--- src/verilog/lfc_consts.svh ---
// Purpose: named offsets, field positions and reset values of the link format register
// Assumes: 8-bit register port, 8-bit register addresses
// Notes: definitions only
`ifndef LFC_CONSTS_SVH
`define LFC_CONSTS_SVH

// ----------------------------------------
// addresses
// ----------------------------------------
`define LFC_ADDR_W 8
`define LFC_DATA_W 8
`define LFC_ADDR_RSVD 8'h06
`define LFC_ADDR_FMT 8'h07

// ----------------------------------------
// reset values
// ----------------------------------------
`define LFC_RSVD_VALUE 8'h02
`define LFC_FMT_RESET 8'h00
`define LFC_UNMAPPED_VALUE 8'h00

// ----------------------------------------
// field positions in the format register
// ----------------------------------------
`define LFC_BIT_DOUBLE 7
`define LFC_BIT_RATE 6
`define LFC_BIT_WIDE 5
`define LFC_BIT_EDGE 4
`define LFC_BIT_TRACK 3
`define LFC_BIT_ENC 2
`define LFC_CODE_HI 1
`define LFC_CODE_LO 0

// ----------------------------------------
// check code encodings
// ----------------------------------------
`define LFC_CODE_PARITY 2'h0
`define LFC_CODE_CRC 2'h1
`define LFC_CODE_HAMMING 2'h2
`define LFC_CODE_BAD 2'h3

// ----------------------------------------
// pin synchroniser depth
// ----------------------------------------
`define LFC_SYNC_STAGES 2

`endif

--- src/verilog/lfc_pkg.sv ---
// Purpose: types shared by the link format configuration block
// Assumes: constants come from lfc_consts.svh
// Notes: struct field order matches the register bit order
`include "lfc_consts.svh"

package lfc_pkg;

  // ----------------------------------------
  // check code selection
  // ----------------------------------------
  typedef enum logic [1:0] {
    LFC_PARITY = `LFC_CODE_PARITY,
    LFC_CRC = `LFC_CODE_CRC,
    LFC_HAMMING = `LFC_CODE_HAMMING,
    LFC_BAD = `LFC_CODE_BAD
  } lfc_code_t;

  // ----------------------------------------
  // format register image, msb first
  // ----------------------------------------
  typedef struct packed {
    logic double_pixel_mode;
    logic low_rate_select;
    logic wide_word_select;
    logic output_edge_select;
    logic sync_tracking_on;
    logic sync_encode_on;
    lfc_code_t check_code_select;
  } lfc_cfg_t;

  // ----------------------------------------
  // strap pins
  // ----------------------------------------
  typedef struct packed {
    logic local_ctrl_enable_pin;
    logic double_strap_pin;
    logic width_strap_pin;
    logic edge_strap_pin;
    logic sync_strap_pin;
    logic check_code_strap_pin;
  } lfc_straps_t;

  // ----------------------------------------
  // register port request
  // ----------------------------------------
  typedef struct packed {
    logic wr;
    logic rd;
    logic [`LFC_ADDR_W-1:0] addr;
    logic [`LFC_DATA_W-1:0] wdata;
  } lfc_req_t;

  // ----------------------------------------
  // decoded check engine enables
  // ----------------------------------------
  typedef struct packed {
    logic parity_on;
    logic crc_on;
    logic hamming_on;
  } lfc_check_t;

endpackage

--- src/verilog/lfc_top.sv ---
// Purpose: link format configuration register of a serial video deserializer
// Assumes: register accesses arrive already decoded from the control channel
// Notes: strap pins are synchronised and captured on the first edge after reset release
`timescale 1ns/10ps
`include "lfc_consts.svh"

// What this block does
// RULE_01: bit 7 picks single or double pixel
// RULE_02: bit 5 picks 24 or 32 bit words
// RULE_03: bit 4 picks the output data edge
// RULE_04: edge bit defaults from strap when enabled
// RULE_05: software changes edge bit only while stopped
// RULE_06: bit 3 enables sync tracking, strap default
// RULE_07: bit 2 enables sync encoding, strap default
// RULE_08: code 00 selects single-bit parity check
// RULE_09: code 01 selects six-bit crc check
// RULE_10: code 10 selects hamming; 11 never used
// RULE_11: code defaults 10 from strap, else 00
// RULE_12: bit 6 picks rate range, resets zero
module lfc_top (
  input wire logic i_clk,
  input wire logic i_rst,
  input wire lfc_pkg::lfc_straps_t i_straps,
  input wire logic i_pixel_clock_running,
  input wire lfc_pkg::lfc_req_t i_req,
  output logic [`LFC_DATA_W-1:0] o_reg_rdata,
  output logic o_reg_ack,
  output logic o_reg_refused,
  output logic o_cfg_valid,
  output lfc_pkg::lfc_cfg_t o_cfg,
  output lfc_pkg::lfc_check_t o_check
);
  import lfc_pkg::*;

  // ----------------------------------------
  // declarations
  // ----------------------------------------
  lfc_straps_t strap_meta;
  lfc_straps_t strap_sync;
  logic run_meta;
  logic run_sync;
  logic strap_load;
  lfc_cfg_t cfg;
  lfc_cfg_t next_cfg;
  lfc_cfg_t strap_cfg;
  logic fmt_wr;
  logic fmt_rd;
  logic rsvd_rd;
  logic write_refused;
  lfc_cfg_t wr_img;

  // ----------------------------------------
  // functions
  // ----------------------------------------
  // one-hot engine enables for codes 00 to 10; code 11 enables none
  function automatic lfc_check_t decode_code(input lfc_code_t code);
    lfc_check_t d;
    d = '0;
    case (code)
      LFC_PARITY: begin
        d.parity_on = 1'b1; // RULE_08
      end
      LFC_CRC: begin
        d.crc_on = 1'b1; // RULE_09
      end
      LFC_HAMMING: begin
        d.hamming_on = 1'b1; // RULE_10
      end
      default: begin
        d = '0;
      end
    endcase
    return d;
  endfunction

  // a strap only counts while local control is pulled low
  function automatic logic strap_bit(input logic lcc_pin, input logic pin);
    return ~lcc_pin & pin;
  endfunction

  // ----------------------------------------
  // pin synchronisers
  // ----------------------------------------
  // no reset here so straps are settled by the time reset releases
  always_ff @(posedge i_clk) begin
    strap_meta <= i_straps;
    strap_sync <= strap_meta;
  end

  always_ff @(posedge i_clk) begin
    run_meta <= i_pixel_clock_running;
    run_sync <= run_meta;
  end

  // ----------------------------------------
  // strap defaults
  // ----------------------------------------
  always_comb begin
    strap_cfg = '0;
    strap_cfg.double_pixel_mode =
      strap_bit(strap_sync.local_ctrl_enable_pin, strap_sync.double_strap_pin); // RULE_01
    strap_cfg.low_rate_select = 1'b0; // RULE_12
    strap_cfg.wide_word_select =
      strap_bit(strap_sync.local_ctrl_enable_pin, strap_sync.width_strap_pin); // RULE_02
    strap_cfg.output_edge_select =
      strap_bit(strap_sync.local_ctrl_enable_pin, strap_sync.edge_strap_pin); // RULE_04
    strap_cfg.sync_tracking_on =
      strap_bit(strap_sync.local_ctrl_enable_pin, strap_sync.sync_strap_pin); // RULE_06
    strap_cfg.sync_encode_on =
      strap_bit(strap_sync.local_ctrl_enable_pin, strap_sync.sync_strap_pin); // RULE_07
    if (strap_bit(strap_sync.local_ctrl_enable_pin, strap_sync.check_code_strap_pin)) begin
      strap_cfg.check_code_select = LFC_HAMMING; // RULE_11
    end else begin
      strap_cfg.check_code_select = LFC_PARITY; // RULE_11
    end
  end

  // ----------------------------------------
  // capture straps after reset release
  // ----------------------------------------
  always_ff @(posedge i_clk) begin
    if (i_rst) begin
      strap_load <= 1'b1;
    end else begin
      strap_load <= 1'b0;
    end
  end

  always_ff @(posedge i_clk) begin
    if (i_rst) begin
      o_cfg_valid <= 1'b0;
    end else if (strap_load) begin
      o_cfg_valid <= 1'b1;
    end
  end

  // ----------------------------------------
  // address decode
  // ----------------------------------------
  // accesses in the strap capture cycle are ignored and not acknowledged, straps win
  assign fmt_wr = i_req.wr & ~strap_load & (i_req.addr == `LFC_ADDR_FMT);
  assign fmt_rd = i_req.rd & ~strap_load & (i_req.addr == `LFC_ADDR_FMT);
  assign rsvd_rd = i_req.rd & ~strap_load & (i_req.addr == `LFC_ADDR_RSVD);
  assign wr_img = lfc_cfg_t'(i_req.wdata);

  // ----------------------------------------
  // next register value
  // ----------------------------------------
  always_comb begin
    next_cfg = cfg;
    write_refused = 1'b0;
    if (strap_load) begin
      next_cfg = strap_cfg;
    end else if (fmt_wr) begin
      next_cfg.double_pixel_mode = wr_img.double_pixel_mode; // RULE_01
      next_cfg.low_rate_select = wr_img.low_rate_select; // RULE_12
      next_cfg.wide_word_select = wr_img.wide_word_select; // RULE_02
      next_cfg.sync_tracking_on = wr_img.sync_tracking_on; // RULE_06
      next_cfg.sync_encode_on = wr_img.sync_encode_on; // RULE_07
      // edge change while pixel clock runs would glitch outputs; hold it
      if (run_sync && (wr_img.output_edge_select != cfg.output_edge_select)) begin
        write_refused = 1'b1; // RULE_05
      end else begin
        next_cfg.output_edge_select = wr_img.output_edge_select; // RULE_03
      end
      // the unused code is dropped so a valid checker stays selected
      if (wr_img.check_code_select == LFC_BAD) begin
        write_refused = 1'b1; // RULE_10
      end else begin
        next_cfg.check_code_select = wr_img.check_code_select; // RULE_08
      end
    end
  end

  // ----------------------------------------
  // format register
  // ----------------------------------------
  always_ff @(posedge i_clk) begin
    if (i_rst) begin
      cfg <= lfc_cfg_t'(`LFC_FMT_RESET);
    end else begin
      cfg <= next_cfg;
    end
  end

  // ----------------------------------------
  // configuration outputs
  // ----------------------------------------
  always_ff @(posedge i_clk) begin
    if (i_rst) begin
      o_cfg <= lfc_cfg_t'(`LFC_FMT_RESET);
    end else begin
      o_cfg <= next_cfg; // RULE_03
    end
  end

  always_ff @(posedge i_clk) begin
    if (i_rst) begin
      o_check <= decode_code(LFC_PARITY);
    end else begin
      o_check <= decode_code(next_cfg.check_code_select); // RULE_09
    end
  end

  // ----------------------------------------
  // register port answers
  // ----------------------------------------
  always_ff @(posedge i_clk) begin
    if (i_rst) begin
      o_reg_ack <= 1'b0;
    end else begin
      o_reg_ack <= (i_req.wr | i_req.rd) & ~strap_load;
    end
  end

  always_ff @(posedge i_clk) begin
    if (i_rst) begin
      o_reg_refused <= 1'b0;
    end else begin
      o_reg_refused <= write_refused;
    end
  end

  // reserved register is fixed; unmapped reads give zero
  always_ff @(posedge i_clk) begin
    if (i_rst) begin
      o_reg_rdata <= `LFC_UNMAPPED_VALUE;
    end else if (fmt_rd) begin
      o_reg_rdata <= cfg;
    end else if (rsvd_rd) begin
      o_reg_rdata <= `LFC_RSVD_VALUE;
    end else if (i_req.rd && !strap_load) begin
      o_reg_rdata <= `LFC_UNMAPPED_VALUE;
    end
  end

endmodule // lfc_top

--- config.mk ---
export PLATFORM = sky130hd
export DESIGN_NAME = lfc_top
export DESIGN_NICKNAME = d
export VERILOG_FILES = /design/src/verilog/lfc_pkg.sv /design/src/verilog/lfc_top.sv
export VERILOG_INCLUDE_DIRS = /design/src /design/src/verilog
export SDC_FILE = /design/constraint.sdc
export NUM_CORES = 1
export LEC_CHECK = 0
export BUFFER_PORTS_ARGS = -buffer_cell sky130_fd_sc_hd__buf_2
export CORE_MARGIN = 4
export CORE_UTILIZATION = 46
export DETAILED_ROUTE_END_ITERATION = 8
export GPL_ROUTABILITY_DRIVEN = 0
export PLACE_DENSITY_LB_ADDON = 0.12
export SYNTH_ARGS = -nofsm -noshare
export SYNTH_HDL_FRONTEND = slang
export SYNTH_SLANG_ARGS = --single-unit
--- constraint.sdc ---
create_clock -name i_clk -period 2.3 [get_ports i_clk]
set_clock_uncertainty 0.15 [all_clocks]
set_input_delay 0.46 -clock i_clk [delete_from_list [all_inputs] [get_ports i_clk]]
set_output_delay 0.46 -clock i_clk [all_outputs]
set_load 0.02 [all_outputs]
==> reports/qor.csv <==
stage,metric,value,unit
clock_tree,clk_lat worst skew,0.32,ns
logic_synthesis,Post-Syn Instances,109,
power,Flop pwr share,0.560,
logic_synthesis,Adder-Cell Fraction of Synth Area,0,
floorplanning,Core Box Area,2500,um2
sta,Rel. slew slack,0.710,
grt,vias in the first global route,845,
grt,GR Util All Layers,0.143,
clock_tree,# resized after CTS,0,
logic_synthesis,Synth area leaders,"dfxtp_1, mux2i_1, a22oi_1",
clock_tree,Inserted Clock Buffers,5,
worst_hold_path,hold depth,1,
logic_synthesis,most common flop cell mapped by yosys,dfxtp_1,
grt,first-pass GRT wire length,3710,um
setup_path,CP startpoint kind,primary input,
power,Pint,0.952,mW
detailed_routing,wire length per cell,12.9,um
detailed_routing,TritonRoute pass-1 iters,4,
logic_synthesis,Synth Net Count,136,
logic_synthesis,most common cell in the netlist,dfxtp_1,
logic_synthesis,mux contribution to synthesized area,0.0494,
logic_synthesis,Post-synth top cells,"dfxtp_1, nor2_1, a22oi_1",
worst_hold_path,Min-Delay Path Class,primary input to flop,
setup_path,r2r setup slk,0.65,ns
layout,final core area utilization,0.626,
floorplanning,Die Footprint,3530,um2
power,Sw Ratio,0.203,
sta,Least-Margin Pin Slew,0.435,ns
setup_path,Setup Crit Path Kind,primary input to flop,
placed_design,dpl hpwl,1830,um
layout,Syn-to-layout area delta,28.6,%
power,share of power burned in combinational logic,0.060,
floorplanning,Initial Utilization,0.486,
clock_tree,clock slew at reported path FFs,0.10,ns
run_status,status,"finished, final reports clean",
detailed_routing,via/cell ratio,5.10,
power,P per Cell Area,764,nW/um2
grt,initial antenna violation count,0,
clock_tree,CTS root buf,clkbuf_4,
power,Max VDD drop,627,uV
clock_tree,cts hold-fix bufs,0,
power,switching power,0.243,mW
setup_path,Reg2Reg Depth,5,
layout,Antenna diodes,0,
clock_tree,# Post-CTS Setup Buffers,0,
logic_synthesis,Synth Register Bits,37,
clock_tree,# H-tree levels,2,
detailed_routing,Remaining DRCs,0,
detailed_routing,Antenna Nets Post-Route,0,
floorplanning,Ports,49,
grt,largest net degree at the start of global routing,14,
logic_synthesis,Synth cell types,29,
logic_synthesis,synthesized area per cell,11.2,um2
clock_tree,clock buffer depth,2,
floorplanning,Die H,59.4,um
placed_design,PortBufs,48,
detailed_routing,final wirelength,2470,um
power,leakage power,0.739,nW
sta,Peak Freq,0.535,GHz
logic_synthesis,Compound-Gate Fraction of Synth Area,0.132,
logic_synthesis,"area leader, netlist",dfxtp_1,
flow_run,Max Cap Viol,0,
logic_synthesis,main combinational cell family by area after synthesis,simple AND/OR/NAND/NOR gates,
sta,RSZ-0062 raised after global routing,no,
floorplanning,Die Span X,59.4,um
sta,min cycle time layout,1.87,ns
power,clock share of power,0.379,
logic_synthesis,register area share after synthesis,0.609,
floorplanning,row count,18,
setup_path,CP max FO,7,
layout,share of layout cells above drive strength 1,0.407,
sta,final setup violating endpoints,0,
sta,Final Hold Fails,0,
layout,post-layout net count,188,
setup_path,Worst EP required,2.42,ns
logic_synthesis,Post-Synth XOR/XNOR Area,0.00720,
clock_tree,CTS tree,built,
detailed_routing,number of DRC markers in iteration 0,24,
setup_path,crit end category,flop,
logic_synthesis,simple-gate share of the synthesized area,0.166,
grt,GRT Residual Overflow,0,
logic_synthesis,synthesized area,1220,um2
detailed_routing,via count,980,
layout,fill cell count,225,
logic_synthesis,top-area cell type share of the netlist area,0.609,
sta,setup_tns,0,ns
logic_synthesis,Synth async-reset ratio,0,
clock_tree,clk sinks,37,
logic_synthesis,Ys Warns,0,
logic_synthesis,"EDFF count, synth",0,
sta,Final period util,0.813,
sta,Slew Limit Fails,0,
setup_path,Worst EP arrival,1.99,ns
## worst paths after layout
kind,startpoint,endpoint
worst max-delay path,i_req[12],o_check[2]$_SDFF_PP1_
worst min-delay path,i_straps[2],strap_meta[2]$_DFF_P_
worst max register to register,strap_load$_DFF_P_,o_reg_rdata[4]$_SDFFE_PP0P_
worst min register to register,strap_meta[0]$_DFF_P_,strap_sync[0]$_DFF_P_
## layout make-up
type	count	area, um2	area share
sequential	37	741	0.474
multi-input combinational	64	430	0.275
timing repair buffer	51	263	0.168
clock buffer	7	55.1	0.0352
tap	30	37.5	0.0240
clock inverter	1	30.0	0.0192
inverter	2	7.51	0.00480
## sequential cells by signal, summed over array words and instances (netlist names), 3 cells and up
| name | count |
|---|---|
| strap_sync | 6 |
| o_reg_rdata | 8 |
| o_cfg | 8 |
| o_check | 3 |
| strap_meta | 6 |
## per-layer routing
metal	global-route usage	vias up	part of all wire
li1	-	486	-
met1	0.174	439	0.40
met2	0.220	51	0.47
met3	0.0523	4	0.12
met4	0.0680	0	0.014
met5	0	-	0
## power by group through the flow
stage / clock network (mW) / logic, mW / registers (mW)
4_1_cts: 0.469 / 0.0728 / 0.670
6_report: 0.453 / 0.0723 / 0.670
3_3_place_gp: 0 / 0.0716 / 0.684
3_5_place_dp: 0 / 0.0727 / 0.685
2_1_floorplan: 0 / 0.0283 / 0.691
5_1_grt: 0.497 / 0.0795 / 0.672
## metrics by stage
| step | cells | hold WS [ns] | power, mW | cell area, um2 | worst slack [ns] |
|---|---|---|---|---|---|
| finish | 192 | 0.0787 | 1.20 | 1560 | 0.430 |
| global route | 192 | 0.0527 | 1.25 | 1560 | 0.374 |
| CTS | 192 | 0.0619 | 1.21 | 1560 | 0.445 |
| detailed placement | 184 | 0.162 | 0.757 | 1480 | 0.0958 |
| global placement | 184 | 0.161 | 0.756 | 1480 | 0.120 |
| floorplan | 109 | 0.160 | 0.720 | 1220 | 0.139 |
## cells in the final DEF (no fill, tap or decap), drive strengths merged
master	n
o31a	1
nor3	3
o31ai	1
a2111oi	1
mux2i	6
bufinv	1
or3	1
dfxtp	37
or4b	1
o22a	1
xor2	1
nor3b	1
inv	2
a21oi	3
a22oi	8
nor2	15
clkbuf	7
or3b	1
buf	51
a21o	1
nand2b	1
nor4	4
nand3b	1
a2bb2oi	1
or2	1
o21ai	5
nand2	6
## critical path, cell delays in order
cell and delay [ns]:
buf_2 0.10, or4b_4 0.60, or3_4 0.48, o22a_1 0.23, a21oi_2 0.13
## cell families after synthesis
group                  count (synthesis)
flip-flops                            37
AND/OR/NAND/NOR                       35
AO/OA/AOI/OAI                         22
buffers and inverters                  8
multiplexers                           6
XOR/XNOR                               1
(Power assumes the default switching activity.)
